==> src/taee_defines.svh <==
// Offsets, reset values, field positions and vector figures of the exception unit
`ifndef TAEE_DEFINES_SVH
`define TAEE_DEFINES_SVH

`define TAEE_OFF_MSTOP_A     12'h000
`define TAEE_OFF_MSTOP_B     12'h004
`define TAEE_OFF_MSTOP_C     12'h008
`define TAEE_OFF_MODE        12'h00c
`define TAEE_OFF_STATUS      12'h010
`define TAEE_OFF_VEC_BASE    12'h014

`define TAEE_RST_MSTOP_A     16'h0fff
`define TAEE_RST_MSTOP_B     16'hffff
`define TAEE_RST_MSTOP_C     16'hff00
`define TAEE_RST_VEC_BASE    32'h0000_0000

`define TAEE_MODE_LSB        4
`define TAEE_MODE_MSB        5

`define TAEE_PRIO_ALL        3'h7

`define TAEE_VOFF_TRACE      32'h0000_0014
`define TAEE_VOFF_NMI        32'h0000_001c
`define TAEE_VOFF_CPU_AERR   32'h0000_0030
`define TAEE_VOFF_DMA_AERR   32'h0000_0034
`define TAEE_VEC_IRQ_BASE    8'h40
`define TAEE_VEC_SHIFT       2

`endif

==> src/taee_pkg.sv <==
// Types shared by the exception unit and its neighbours
package taee_pkg;

  typedef enum logic [1:0] {
    TAEE_MODE0 = 2'b00,
    TAEE_MODE2 = 2'b10
  } taee_mode_e;

  typedef enum logic [1:0] {
    TAEE_CYC_FETCH  = 2'b00,
    TAEE_CYC_STACK  = 2'b01,
    TAEE_CYC_DATA   = 2'b10,
    TAEE_CYC_SINGLE = 2'b11
  } taee_cyc_e;

  typedef enum logic [1:0] {
    TAEE_SRC_CPU_AERR = 2'b00,
    TAEE_SRC_DMA_AERR = 2'b01,
    TAEE_SRC_TRACE    = 2'b10,
    TAEE_SRC_INTR     = 2'b11
  } taee_src_e;

  typedef enum logic [2:0] {
    TAEE_ST_IDLE     = 3'b000,
    TAEE_ST_PUSH_PC  = 3'b001,
    TAEE_ST_PUSH_ST  = 3'b010,
    TAEE_ST_UPDATE   = 3'b011,
    TAEE_ST_VEC      = 3'b100,
    TAEE_ST_GO       = 3'b101
  } taee_state_e;

  // One bus cycle as seen at its end, with region flags from the bus controller
  typedef struct packed {
    logic        done;
    logic        by_dma;
    taee_cyc_e   kind;
    logic [23:0] addr;
    logic        in_periph;
    logic        in_external;
    logic        prohibited;
  } taee_cycle_s;

  // Condition code and extended control state the core exchanges with the unit
  typedef struct packed {
    logic       int_mask;
    logic       user_mask_bit;
    logic       trace_en;
    logic [2:0] priority_mask_field;
  } taee_status_s;

endpackage

==> src/taee_exception_unit.sv <==
// Trace, address error and interrupt entry sequencing with module-stop registers
//
// Design decisions made here: register access over AHB-Lite and the register offsets.
`timescale 1ns/1ps
`include "taee_defines.svh"

module taee_exception_unit #(
  parameter int NUM_DMA_CH = 4
) (
  // Clock and reset
  input  wire logic                  core_clk,
  input  wire logic                  reset_n,
  // AHB-Lite register slave
  input  wire logic                  hsel,
  input  wire logic [11:0]           haddr,
  input  wire logic [1:0]            htrans,
  input  wire logic                  hwrite,
  input  wire logic [2:0]            hsize,
  input  wire logic [31:0]           hwdata,
  input  wire logic                  hready,
  output logic                       hreadyout,
  output logic                       hresp,
  output logic [31:0]                hrdata,
  // Peripheral register access gate
  input  wire logic                  periph_acc_req,
  input  wire logic [5:0]            periph_acc_index,
  output logic                       periph_acc_grant,
  output logic [47:0]                module_stop,
  // Core instruction sequencer
  input  wire logic                  instr_done,
  input  wire logic                  instr_is_return,
  input  wire logic [31:0]           stack_pointer,
  input  wire taee_pkg::taee_status_s status_in,
  output taee_pkg::taee_status_s     status_out,
  output logic                       status_load,
  output logic                       push_pc_req,
  output logic                       push_status_req,
  output logic                       vector_fetch_req,
  output logic [31:0]                vector_addr,
  input  wire logic                  step_ack,
  output logic                       handler_start,
  output logic                       entry_busy,
  output logic                       stack_undefined,
  // Bus controller
  input  wire taee_pkg::taee_cycle_s cycle_in,
  input  wire logic                  single_chip_mode,
  // DMA controller
  output logic                       dma_error_flag_set,
  output logic [NUM_DMA_CH-1:0]      dma_transfer_enable_clr,
  // Interrupt sources
  input  wire logic                  nmi_pin,
  input  wire logic [15:0]           external_irq_pins,
  input  wire logic                  periph_irq_req,
  input  wire logic [7:0]            periph_irq_vector,
  output logic                       intr_taken
);
  import taee_pkg::*;

  if (NUM_DMA_CH < 1 || NUM_DMA_CH > 8) begin : g_bad_ch
    $error("NUM_DMA_CH must lie between 1 and 8");
  end

  ////////////////////////////////////////////////////////////////////////////
  // Reset release and pin synchronisers

  logic        rst_meta;
  logic        rst_n;
  logic [16:0] pin_meta;
  logic [16:0] pin_sync;
  logic        nmi_prev;

  always_ff @(posedge core_clk or negedge reset_n) begin
    if (!reset_n) begin
      rst_meta <= 1'b0;
      rst_n    <= 1'b0;
    end else begin
      rst_meta <= 1'b1;
      rst_n    <= rst_meta;
    end
  end

  always_ff @(posedge core_clk or negedge rst_n) begin
    if (!rst_n) begin
      pin_meta <= 17'h0_0000;
      pin_sync <= 17'h0_0000;
      nmi_prev <= 1'b0;
    end else begin
      pin_meta <= {nmi_pin, external_irq_pins};
      pin_sync <= pin_meta;
      nmi_prev <= pin_sync[16];
    end
  end

  ////////////////////////////////////////////////////////////////////////////
  // Register bus

  logic [15:0] module_stop_ctrl_a;
  logic [15:0] module_stop_ctrl_b;
  logic [15:0] module_stop_ctrl_c;
  logic [1:0]  intr_mode;
  logic [31:0] vector_base_reg;
  logic        wr_pend;
  logic [11:0] wr_addr;
  logic        addr_phase;
  logic        mode2;
  logic        sticky_aerr;
  logic        sticky_dma;

  assign hreadyout  = 1'b1;
  assign hresp      = 1'b0;
  assign addr_phase = hsel && hready && htrans[1];
  assign mode2      = (intr_mode == TAEE_MODE2);
  assign module_stop = {module_stop_ctrl_c, module_stop_ctrl_b, module_stop_ctrl_a};

  always_ff @(posedge core_clk or negedge rst_n) begin
    if (!rst_n) begin
      wr_pend <= 1'b0;
      wr_addr <= 12'h000;
    end else begin
      wr_pend <= addr_phase && hwrite;
      wr_addr <= haddr;
    end
  end

  // Write data arrives one cycle after its address
  always_ff @(posedge core_clk or negedge rst_n) begin
    if (!rst_n) begin
      module_stop_ctrl_a <= `TAEE_RST_MSTOP_A;
      module_stop_ctrl_b <= `TAEE_RST_MSTOP_B;
      module_stop_ctrl_c <= `TAEE_RST_MSTOP_C;
      intr_mode          <= TAEE_MODE0;
      vector_base_reg    <= `TAEE_RST_VEC_BASE;
    end else if (wr_pend) begin
      unique case (wr_addr)
        `TAEE_OFF_MSTOP_A: module_stop_ctrl_a <= hwdata[15:0];
        `TAEE_OFF_MSTOP_B: module_stop_ctrl_b <= hwdata[15:0];
        `TAEE_OFF_MSTOP_C: module_stop_ctrl_c <= hwdata[15:0];
        // Only codes 0 and 2 are kept; others leave the mode alone
        `TAEE_OFF_MODE: begin
          if (hwdata[`TAEE_MODE_MSB:`TAEE_MODE_LSB] == TAEE_MODE0 ||
              hwdata[`TAEE_MODE_MSB:`TAEE_MODE_LSB] == TAEE_MODE2) begin
            intr_mode <= hwdata[`TAEE_MODE_MSB:`TAEE_MODE_LSB];
          end
        end
        `TAEE_OFF_VEC_BASE: vector_base_reg <= hwdata;
        default: begin
        end
      endcase
    end
  end

  always_ff @(posedge core_clk or negedge rst_n) begin
    if (!rst_n) begin
      hrdata <= 32'h0000_0000;
    end else if (addr_phase && !hwrite) begin
      unique case (haddr)
        `TAEE_OFF_MSTOP_A: hrdata <= {16'h0000, module_stop_ctrl_a};
        `TAEE_OFF_MSTOP_B: hrdata <= {16'h0000, module_stop_ctrl_b};
        `TAEE_OFF_MSTOP_C: hrdata <= {16'h0000, module_stop_ctrl_c};
        `TAEE_OFF_MODE:    hrdata <= {26'h000_0000, intr_mode, 4'h0};
        `TAEE_OFF_STATUS:  hrdata <= {27'h000_0000, stack_undefined, sticky_dma,
                                      sticky_aerr, entry_busy, mode2};
        `TAEE_OFF_VEC_BASE: hrdata <= vector_base_reg;
        default:           hrdata <= 32'h0000_0000;
      endcase
    end
  end

  // A set stop bit refuses the access outright
  assign periph_acc_grant = periph_acc_req && !module_stop[periph_acc_index];

  ////////////////////////////////////////////////////////////////////////////
  // Address error detection

  logic        entry_active;
  logic        aerr_hit;
  logic        aerr_pend;
  logic        aerr_pend_dma;
  logic        ext_bad;

  assign ext_bad = (cycle_in.in_external && single_chip_mode) || cycle_in.prohibited;

  always_comb begin
    aerr_hit = 1'b0;
    unique case (cycle_in.kind)
      TAEE_CYC_FETCH: aerr_hit = cycle_in.addr[0] || cycle_in.in_periph || ext_bad;
      TAEE_CYC_STACK: aerr_hit = cycle_in.addr[0];
      TAEE_CYC_DATA:  aerr_hit = ext_bad;
      TAEE_CYC_SINGLE: aerr_hit = !cycle_in.in_external;
    endcase
    // Stacking of an entry must not start a fresh entry
    aerr_hit = aerr_hit && cycle_in.done && !entry_active;
  end

  // Halting the DMA is immediate, not deferred to entry
  assign dma_error_flag_set      = aerr_hit;
  assign dma_transfer_enable_clr = {NUM_DMA_CH{aerr_hit}};

  ////////////////////////////////////////////////////////////////////////////
  // Entry sequencer

  taee_state_e state;
  taee_src_e   src;
  logic        trace_due;
  logic        nmi_edge;
  logic [15:0] irq_live;
  logic        irq_due;
  logic [7:0]  irq_vec;
  logic        start_now;
  logic        nmi_pend;
  logic [31:0] next_vector_addr;
  logic [31:0] irq_vec_q;

  function automatic logic [31:0] vec_off(input logic [7:0] vec);
    return {22'h00_0000, vec, 2'b00};
  endfunction

  // Mask bits play no part here, only mode, trace enable and the return flag
  assign trace_due = instr_done && mode2 && status_in.trace_en
                     && !instr_is_return;
  assign nmi_edge  = pin_sync[16] && !nmi_prev;
  // Maskable sources blocked by the mask only in mode 0; priority masking lives elsewhere
  assign irq_live  = pin_sync[15:0] & {16{mode2 || !status_in.int_mask}};

  always_comb begin
    irq_due = 1'b1;
    irq_vec = 8'h00;
    if (nmi_pend) begin
      irq_vec = 8'(`TAEE_VOFF_NMI >> `TAEE_VEC_SHIFT);
    end else if (irq_live != 16'h0000) begin
      irq_vec = `TAEE_VEC_IRQ_BASE;
      for (int n = 15; n >= 0; n--) begin
        if (irq_live[n]) begin
          irq_vec = `TAEE_VEC_IRQ_BASE + 8'(n);
        end
      end
    end else if (periph_irq_req && (mode2 || !status_in.int_mask)) begin
      irq_vec = periph_irq_vector;
    end else begin
      irq_due = 1'b0;
    end
  end

  // Exceptions are taken only at an instruction boundary
  assign start_now = (state == TAEE_ST_IDLE) && instr_done
                     && (aerr_pend || aerr_hit || trace_due || irq_due);

  // Edge lasts one cycle; keep it until a boundary takes it, a new edge wins
  always_ff @(posedge core_clk or negedge rst_n) begin
    if (!rst_n) begin
      nmi_pend <= 1'b0;
    end else if (nmi_edge) begin
      nmi_pend <= 1'b1;
    end else if (start_now && !(aerr_pend || aerr_hit) && !trace_due) begin
      nmi_pend <= 1'b0;
    end
  end

  always_ff @(posedge core_clk or negedge rst_n) begin
    if (!rst_n) begin
      aerr_pend     <= 1'b0;
      aerr_pend_dma <= 1'b0;
    end else if (start_now) begin
      aerr_pend     <= 1'b0;
      aerr_pend_dma <= 1'b0;
    end else if (aerr_hit) begin
      aerr_pend     <= 1'b1;
      aerr_pend_dma <= cycle_in.by_dma;
    end
  end

  always_ff @(posedge core_clk or negedge rst_n) begin
    if (!rst_n) begin
      src <= TAEE_SRC_INTR;
    end else if (start_now) begin
      if (aerr_pend || aerr_hit) begin
        src <= (aerr_pend ? aerr_pend_dma : cycle_in.by_dma) ? TAEE_SRC_DMA_AERR
                                                             : TAEE_SRC_CPU_AERR;
      end else if (trace_due) begin
        src <= TAEE_SRC_TRACE;
      end else begin
        src <= TAEE_SRC_INTR;
      end
    end
  end

  always_ff @(posedge core_clk or negedge rst_n) begin
    if (!rst_n) begin
      state <= TAEE_ST_IDLE;
    end else begin
      unique case (state)
        TAEE_ST_IDLE:    if (start_now) state <= TAEE_ST_PUSH_PC;
        TAEE_ST_PUSH_PC: if (step_ack) state <= TAEE_ST_PUSH_ST;
        TAEE_ST_PUSH_ST: if (step_ack) state <= TAEE_ST_UPDATE;
        TAEE_ST_UPDATE:  state <= TAEE_ST_VEC;
        TAEE_ST_VEC:     if (step_ack) state <= TAEE_ST_GO;
        TAEE_ST_GO:      state <= TAEE_ST_IDLE;
        default:         state <= TAEE_ST_IDLE;
      endcase
    end
  end

  assign entry_active     = (state != TAEE_ST_IDLE);
  assign entry_busy       = entry_active;
  assign push_pc_req      = (state == TAEE_ST_PUSH_PC);
  assign push_status_req  = (state == TAEE_ST_PUSH_ST);
  assign vector_fetch_req = (state == TAEE_ST_VEC);
  assign handler_start    = (state == TAEE_ST_GO);
  assign status_load      = (state == TAEE_ST_UPDATE);
  assign intr_taken       = handler_start && (src == TAEE_SRC_INTR);

  // New status: mask set; in mode 2 trace bit cleared and error forces priority 7
  always_comb begin
    status_out          = status_in;
    status_out.int_mask = 1'b1;
    if (mode2) begin
      status_out.trace_en = 1'b0;
      if (src == TAEE_SRC_CPU_AERR || src == TAEE_SRC_DMA_AERR) begin
        status_out.priority_mask_field = `TAEE_PRIO_ALL;
      end
    end
  end

  always_comb begin
    unique case (src)
      TAEE_SRC_CPU_AERR: next_vector_addr = `TAEE_VOFF_CPU_AERR;
      TAEE_SRC_DMA_AERR: next_vector_addr = vector_base_reg + `TAEE_VOFF_DMA_AERR;
      TAEE_SRC_TRACE:    next_vector_addr = vector_base_reg + `TAEE_VOFF_TRACE;
      TAEE_SRC_INTR:     next_vector_addr = vector_base_reg + irq_vec_q;
    endcase
  end

  always_ff @(posedge core_clk or negedge rst_n) begin
    if (!rst_n) begin
      irq_vec_q   <= 32'h0000_0000;
      vector_addr <= 32'h0000_0000;
    end else begin
      if (start_now) begin
        irq_vec_q <= vec_off(irq_vec);
      end
      vector_addr <= next_vector_addr;
    end
  end

  // Stacked values cannot be trusted from an odd stack pointer
  always_ff @(posedge core_clk or negedge rst_n) begin
    if (!rst_n) begin
      stack_undefined <= 1'b0;
    end else if (start_now) begin
      stack_undefined <= stack_pointer[0] && (aerr_pend || aerr_hit);
    end
  end

  // Sticky history for software, cleared by reading is not provided
  always_ff @(posedge core_clk or negedge rst_n) begin
    if (!rst_n) begin
      sticky_aerr <= 1'b0;
      sticky_dma  <= 1'b0;
    end else if (aerr_hit) begin
      sticky_aerr <= 1'b1;
      sticky_dma  <= sticky_dma || cycle_in.by_dma;
    end else if (wr_pend && wr_addr == `TAEE_OFF_STATUS) begin
      sticky_aerr <= 1'b0;
      sticky_dma  <= 1'b0;
    end
  end

endmodule

==> config.mk <==
export PLATFORM = sky130hd
export DESIGN_NAME = taee_exception_unit
export DESIGN_NICKNAME = d
export VERILOG_FILES = /design/src/taee_pkg.sv /design/src/taee_exception_unit.sv
export VERILOG_INCLUDE_DIRS = /design/src
export SDC_FILE = /design/constraint.sdc
export NUM_CORES = 1
export LEC_CHECK = 0
export ABC_AREA = 1
export BUFFER_PORTS_ARGS = -buffer_cell sky130_fd_sc_hd__buf_2
export CORE_MARGIN = 5
export CORE_UTILIZATION = 53
export CTS_BUF_LIST = sky130_fd_sc_hd__clkbuf_4
export CTS_CLUSTER_DIAMETER = 100
export DETAILED_ROUTE_END_ITERATION = 10
export PLACE_DENSITY_LB_ADDON = 0.25
export SKIP_LAST_GASP = 1
export SLEW_MARGIN = 20
export SYNTH_ARGS = -nofsm -noshare
export SYNTH_HDL_FRONTEND = slang
export SYNTH_SLANG_ARGS = --single-unit
export TNS_END_PERCENT = 20
==> constraint.sdc <==
create_clock -name core_clk -period 14.65 [get_ports core_clk]
set_clock_uncertainty 0.1 [all_clocks]
set_input_delay 4.395 -clock core_clk [delete_from_list [all_inputs] [get_ports core_clk]]
set_output_delay 4.395 -clock core_clk [all_outputs]
set_load 0.05 [all_outputs]
### Word-level counts from Yosys, hierarchy flattened

Index checks and enable logic that the tools add are counted.
W data, S select, Z words.

* bits in registers: 215
* output and inout bits: 134

* $add $sub $neg: 3
* order comparisons: 1
* equality and inequality tests: 27
* multiplexer cells: 47
* bitwise operators: 1
* reductions and logical operators: 56

Operators with widths (count)
* $pmux W32 S6: 1
* $mux W8: 18
* $pmux W32 S4: 1
* $eq A12 B4 Y1 const B: 4
* $eq A12 B5 Y1 const B: 4
* $add A32 B10 Y32: 1
* $add A32 B5 Y32 const B: 1
* $add A32 B6 Y32 const B: 1
* $eq A12 B3 Y1 const B: 2
* $logic_not A12 Y1: 2
* $logic_and A1 B1 Y1: 20
* $and A16 B16 Y16: 1
* $mux W1: 16
* $reduce_bool A16 Y1: 1
* $mux W3: 5
* $pmux W3 S5: 1
* $eq A2 B2 Y1 const B: 6
* $logic_or A1 B1 Y1: 10
* $logic_not A1 Y1: 9
* $mux W4: 2
* $reduce_and A2 Y1: 4
* $lt A6 B7 Y1 const B: 1
* $bmux W1 S6: 1
* $eq A3 B2 Y1 const B: 2
* 13 further kinds: 21

### Longest topological paths before layout

Gate-level depths: netlist of run 1.

* word-level depth: 21
* gate-level depth with buffers: 18
* depth with buffers taken out: 17

### Worst setup path after synthesis of run 1

Ideal clock, no wire load.

* path kind: input port to output port
* start point: input periph_acc_index[0]
* end point: output periph_acc_grant
* arrival: 5.598 ns
* required time: 10.155 ns
* setup slack: 4.557 ns
* stages on the path: 10
* buffers on the path: 1
* cells stage by stage: inv_1 -> clkbuf_1 -> a21oi_1 -> o21ai_0 -> o211ai_1 -> nand3_1 -> nand3_1 -> nand3b_1 -> nand3_1 -> inv_1

* longest elaborated chain between the ends: 4

RTL lines
* from (decl): line taee_exception_unit.sv:26 `input wire logic [5:0] periph_acc_index,`
* $bmux W1 S6: line taee_exception_unit.sv:170 `assign periph_acc_grant = periph_acc_req && !module_stop[periph_acc_index];`
* $mux W1 (not written as such): line taee_exception_unit.sv:170
* $logic_not A1 Y1: line taee_exception_unit.sv:170
* $logic_and A1 B1 Y1: line taee_exception_unit.sv:170
* to (decl): line taee_exception_unit.sv:27 `output logic periph_acc_grant,`

No other way between the ends. The select of a mux whose other input is x is not followed.

### Worst setup path after layout of run 1

Ends and elaborated chain as after synthesis.

==> reports/metrics.yaml, run 1 <==
run_status:
  run_status: "finished clean"
floorplan:
  core_sq_mm: 0.0180
  pin_count: 294
  die_area_sq_mm: 0.0212
  die_h_um: 146
  initial_core_util: 0.540
  rows: 49
  die_w_um: 146
placed_design:
  dp_cells: 1521
  place_congestion: 0.952
  numPortBuffers: 230
  placed_cell_area_sq_mm: 0.0110
  hpwl_um: 20100
  dp_slack_ps: 3910
final_layout:
  nets: 1519
  area_delta_synth_final_pct: 20.5
  instances_no_fill: 1622
  fin_util: 0.651
  drive_above_1_share: 0.295
  fin_area_sq_mm: 0.0117
yosys:
  netlist_top_cells_count: "nand2_1, dfrtp_1, o21ai_0"
  synth_top_area_cell: "dfrtp_1"
  syn_area_sq_mm: 0.00974
  synth_mux_area_frac: 0.0185
  synthTopCellsByArea: "dfrtp_1, dfstp_2, nand2_1"
  synthMostInstantiatedCell: "nand2_1"
  synth_top_family_by_area: "simple AND/OR/NAND/NOR gates"
  synth-seq-cells: 215
  synth_simple_gate_area_frac: 0.192
  synth_top_area_frac: 0.455
  synth-xor-area-share: 0.00180
  synth_edf_count: 0
  synthAdderAreaFrac: 0.0123
  synth-compound-area-share: 0.146
  seq_area_frac_synth: 0.557
  synth-main-ff-cell: "dfrtp_1"
  syn_avg_cell_area_sq_um: 8.81
  synth_cell_types: 47
  synthCells: 1105
  async_flop_share: 1.00
  yosysWarningCount: 0
pwr:
  p_per_area_mw_per_mm2: 143
  report.power.total_mw: 1.68
  ir_drop_mv: 0.111
  p_leak_nw: 6.33
timing:
  grt_setup_unrepaired: "false"
  setup_viol: 0
  finalMaxSlewViolations: 0
  setup_slack_ps: 3870
  worstMarginPinSlew_ps: 1070
  period_minus_slack_ps: 10780
  tns_ps: 0
  whs_ps: 245
  max_freq_mhz: 92.7
  post-route-period-util: 0.736
  finalHoldViolations: 0
  relSlewSlack: 0.288
hold_path:
  hp-class: "reg2reg"
  min_delay_worst_endpoint: "pin_sync[11]"
  worstHoldStart: "pin_meta[11]"
  min_path_cells: 0
clocking:
  cts_setup_buffers: 0
  cts_hold_buf: 0
  root_buffer: "clkbuf_4"
  clk_pin_slew_ps: 70
  cts_tree: "built"
  clockBufferDepth: 3
  h-tree-depth: 2
  clk_latency_ps: 650
  numCtsBuffers: 56
  clkSinkCount: 215
  cts_resized: 0
detailed_routing:
  drt_pass1_iterations: 6
  wl_um: 27400
  initialDrtViolationCount: 695
  antenna_left: 0
  drc: 0
  wl_per_cell_um: 16.9
  avgViaCountPerCell: 5.36
  num_vias: 8691
global_route:
  grt_overflow: 0
  antenna_found_initial: 3
  grt_pass1_wl_um: 44000
  grt_start_max_net_pins: 81
  grt_usage: 0.254
  first_global_vias: 8447
setup_path:
  crit_path_end_kind: "primary output"
  cp_data_arrival_time_ps: 6290
  r2r_slack_ps: 11520
  r2r_start: "src[1]"
  critPathRequiredTime_ps: 10150
  cp-start-kind: "input pin"
  reg2regPathDepth: 16
  reg2reg_to: "vector_addr[30]"
  critPathMaxFanout: 26
  critPathKind: "in2out"
run:
  drv_cap: 0
-- critical path: stages --
cell and delay [ps]:
buf_2 330, inv_1 420, o21ai_0 350, o211ai_1 150, nand3_1 100, nand3_1 80, nand3b_1 90, nand3_1 60
inv_1 50, buf_2 250
-- cell families after synthesis --
kind of cell               after synthesis
adders and majority gates                9
AOI/OAI and AO/OA                      253
muxes                                   16
and+or+nand+nor                        439
buffers and inverters                  169
other                                    2
DFF                                    215
xor gates and xnor gates                 2
-- cells in the final DEF (no fill, tap or decap), types with 3 or more instances in the layout --
| cell type | Yosys | routed |
|---|---|---|
| a211oi_1 | 3 | 3 |
| a21oi_1 | 56 | 56 |
| a32o_1 | 3 | 3 |
| buf_2 | 1 | 230 |
| buf_4 | 8 | 5 |
| clkbuf_4 | 0 | 90 |
| clkinv_1 | 1 | 8 |
| conb_1 | 2 | 4 |
| dfrtp_1 | 177 | 176 |
| dfstp_2 | 38 | 38 |
| ha_1 | 8 | 8 |
| inv_1 | 115 | 115 |
| inv_2 | 3 | 3 |
| mux2_2 | 16 | 16 |
| nand2_1 | 241 | 241 |
| nand2_2 | 4 | 4 |
| nand3_1 | 74 | 72 |
| nand4_1 | 6 | 6 |
| nor2_1 | 67 | 67 |
| nor2_2 | 3 | 3 |
| nor3_1 | 22 | 22 |
| nor4_1 | 10 | 9 |
| o211ai_1 | 7 | 7 |
| o21ai_0 | 143 | 143 |
| o21ai_1 | 5 | 5 |
| o21ai_2 | 3 | 3 |
| o221ai_1 | 3 | 3 |
| o22ai_1 | 6 | 6 |
| o31ai_1 | 13 | 13 |
| or2_2 | 4 | 4 |
-- how the worst max path moves through the flow --
stage / from / endpoint / slack (ps)
3_3_place_gp: periph_acc_index[0] / periph_acc_grant / 3980
6_report: periph_acc_index[0] / periph_acc_grant / 3870
2_1_floorplan: periph_acc_index[0] / periph_acc_grant / 4560
3_5_place_dp: periph_acc_index[0] / periph_acc_grant / 3910
4_1_cts: periph_acc_index[0] / periph_acc_grant / 3910
5_1_grt: periph_acc_index[0] / periph_acc_grant / 3690
-- layout make-up --
class,instances,area [sq um]
diodes,2,5.00
clock buffers,90,676
clock inverters,9,61.3
fillers,1615,6290
inverters,119,447
multi-input cells,723,3640
flip-flops and latches,215,5430
well taps,229,287
repair buffers,235,1190
-- per-layer routing --
layer  share of wire  GRT usage  wire, um  vias up
li1                -          -         -     4182
met1            0.42      0.350     11600     4068
met2            0.46      0.392     12600      380
met3           0.087     0.0698      2370       57
met4           0.027     0.0868       728        4
met5         0.00091          0        25        -
-- power by group --
part / leakage, nW / internal (mW) / total (mW) / switching (mW)
combinational: 3.40 / 0.117 / 0.466 / 0.349
clock: 0.443 / 0.293 / 0.526 / 0.233
sequential: 2.49 / 0.656 / 0.688 / 0.0327
(Power assumes the default switching activity.)
==> inputs of run 2 (changes only) <==
- clock period: 14.65 -> 10.9 ns (I/O delays scaled with it)
==> run 2 against run 1 <==
Net effect: setup slack lost 1500 ps; final cell count fell by 0.25%; clock-buffer cell count down 2; critical path depth unchanged; total power increased by 34%; register-to-register slack lost 3800 ps; cell area fell by 0.17%; flip-flop and latch count did not move; utilization shrank 0.11 points; non-clock buffer count is the same; first-iteration DRC count rose by 1.7%; critical path type unchanged.
==> reports/metrics.yaml, run 2 (synthesized netlist as in run 1, its figures left out) <==
run_status:
  run_status: "finished clean"
detailed_routing:
  wl_um: 27100
  num_vias: 8698
  drc: 0
  wl_per_cell_um: 16.7
  antenna_left: 0
  initialDrtViolationCount: 707
  avgViaCountPerCell: 5.38
  drt_pass1_iterations: 7
setup_path:
  cp_data_arrival_time_ps: 5120
  slowest_stage: "inv_1"
  path_cells: "buf_2 > inv_1 > o21ai_0 > o211ai_1 > nand3_1 > nand3_1 > nand3b_1 > nand3_1 > inv_1 > buf_2"
  critPathRequiredTime_ps: 7530
  crit_buf_inv: 4
  cp-start-kind: "input pin"
  critPathKind: "in2out"
  crit_path_end_kind: "primary output"
  cpPeakStageDelay_ps: 400
  critPathTopFamily: "buffers and inverters"
  critPathMaxFanout: 26
  cpMostUsedCell: "nand3_1"
clocking:
  cts_resized: 0
  clkSinkCount: 215
  cts_setup_buffers: 0
  root_buffer: "clkbuf_4"
  clk_pin_slew_ps: 60
  h-tree-depth: 2
  clockBufferDepth: 3
  cts_hold_buf: 0
  numCtsBuffers: 55
  clk_latency_ps: 660
  cts_tree: "built"
placed_design:
  place_congestion: 0.944
  numPortBuffers: 230
  dp_slack_ps: 2470
  dp_cells: 1521
  hpwl_um: 20000
final_layout:
  final_common_cell: "nand2_1"
  mostFrequentLayoutCells: "nand2_1, buf_2, dfrtp_1, o21ai_0, inv_1"
  area_delta_synth_final_pct: 20.3
  multi_input_area_sq_mm: 0.00364
  register_area_sq_mm: 0.00543
  instances_no_fill: 1618
  n_fill_cell: 1549
  nets: 1518
  drive_above_1_share: 0.295
  fin_util: 0.650
global_route:
  first_global_vias: 8533
  grt_usage: 0.252
  grt_start_max_net_pins: 81
  antenna_found_initial: 4
  grt_overflow: 0
  grt_pass1_wl_um: 43600
pwr:
  p_leak_nw: 6.32
  p_per_area_mw_per_mm2: 192
  ir_drop_mv: 0.168
timing:
  finalMaxSlewViolations: 0
  max_freq_mhz: 118
  tns_ps: 0
  finalHoldViolations: 0
  period_minus_slack_ps: 8490
  post-route-period-util: 0.779
  relSlewSlack: 0.307
  worstMarginPinSlew_ps: 1040
  setup_slack_ps: 2410
  grt_setup_unrepaired: "false"
  setup_viol: 0
floorplan:
  die_area_sq_mm: 0.0212
  core_sq_mm: 0.0180
  pin_count: 294
  rows: 49
  die_h_um: 146
  initial_core_util: 0.540
  die_w_um: 146
run:
  drv_cap: 0
hold_path:
  hp-class: "reg2reg"
[run 2: cell count changes in the layout (fill, tap and decap cells not counted), sizes merged]
cell    previous run  this run
clkinv             9         5
clkbuf            90        88
diode              2         3
inv              118       119
[run 2: final timing paths]
| kind | from | slack, ps | cells after the start | to |
|---|---|---|---|---|
| max reg2reg | src[1] | 7720 | 16 | vector_addr[30] |
| min reg2reg | pin_meta[10] | 240 | 0 | pin_sync[10] |
| max in group asynchronous | reset_n | 8290 | 1 | rst_n |
| min | pin_meta[10] | 240 | 0 | pin_sync[10] |
| max | periph_acc_index[0] | 2410 | 10 | periph_acc_grant |
| min in group asynchronous | rst_n | 320 | 0 | module_stop_ctrl_a[14] |
[run 2: layout make-up]
type	count	area share
Antenna cell	3	0.000641
Clock buffer	88	0.0564
Clock inverter	6	0.00417
Inverter	119	0.0381
Multi-Input combinational cell	723	0.311
Sequential cell	215	0.464
Tap cell	229	0.0245
Timing Repair Buffer	235	0.101
[run 2: worst register-to-register path, stage by stage, from the launching register on]
cell and delay (ps):
dfstp_2 570, nand2_1 160, or2_2 320, ha_1 240
fa_1 420, nand3_1 90, nand2_1 100, nand2_1 80
nand2_1 80, nand2_1 110, nor2_2 70, nand2_1 170
nor2_2 110, nand2_1 110, nor2_1 70, a21oi_1 170
o21a_1 160
[run 2: per-stage QoR]
stage	instance area (sq um)	total power, mW	hold WS [ps]
detailed placement	11000	1.57	235
floorplan	9750	1.41	231
CTS	11700	2.27	242
global route	11700	2.37	248
global placement	11000	1.56	232
finish	11700	2.25	242
[run 2: routing by layer]
metal	vias up	part of all wire	global-route usage
li1	4180	-	-
met1	4011	0.42	0.341
met2	425	0.45	0.388
met3	76	0.097	0.0738
met4	6	0.031	0.0956
met5	-	0.0015	0
[run 2: power breakdown]
group	leakage [nW]	internal, mW	switching (mW)	total (mW)
registers	2.49	0.881	0.0442	0.925
logic	3.40	0.158	0.471	0.629
clock network	0.430	0.384	0.309	0.693
total	6.32	1.42	0.824	2.25
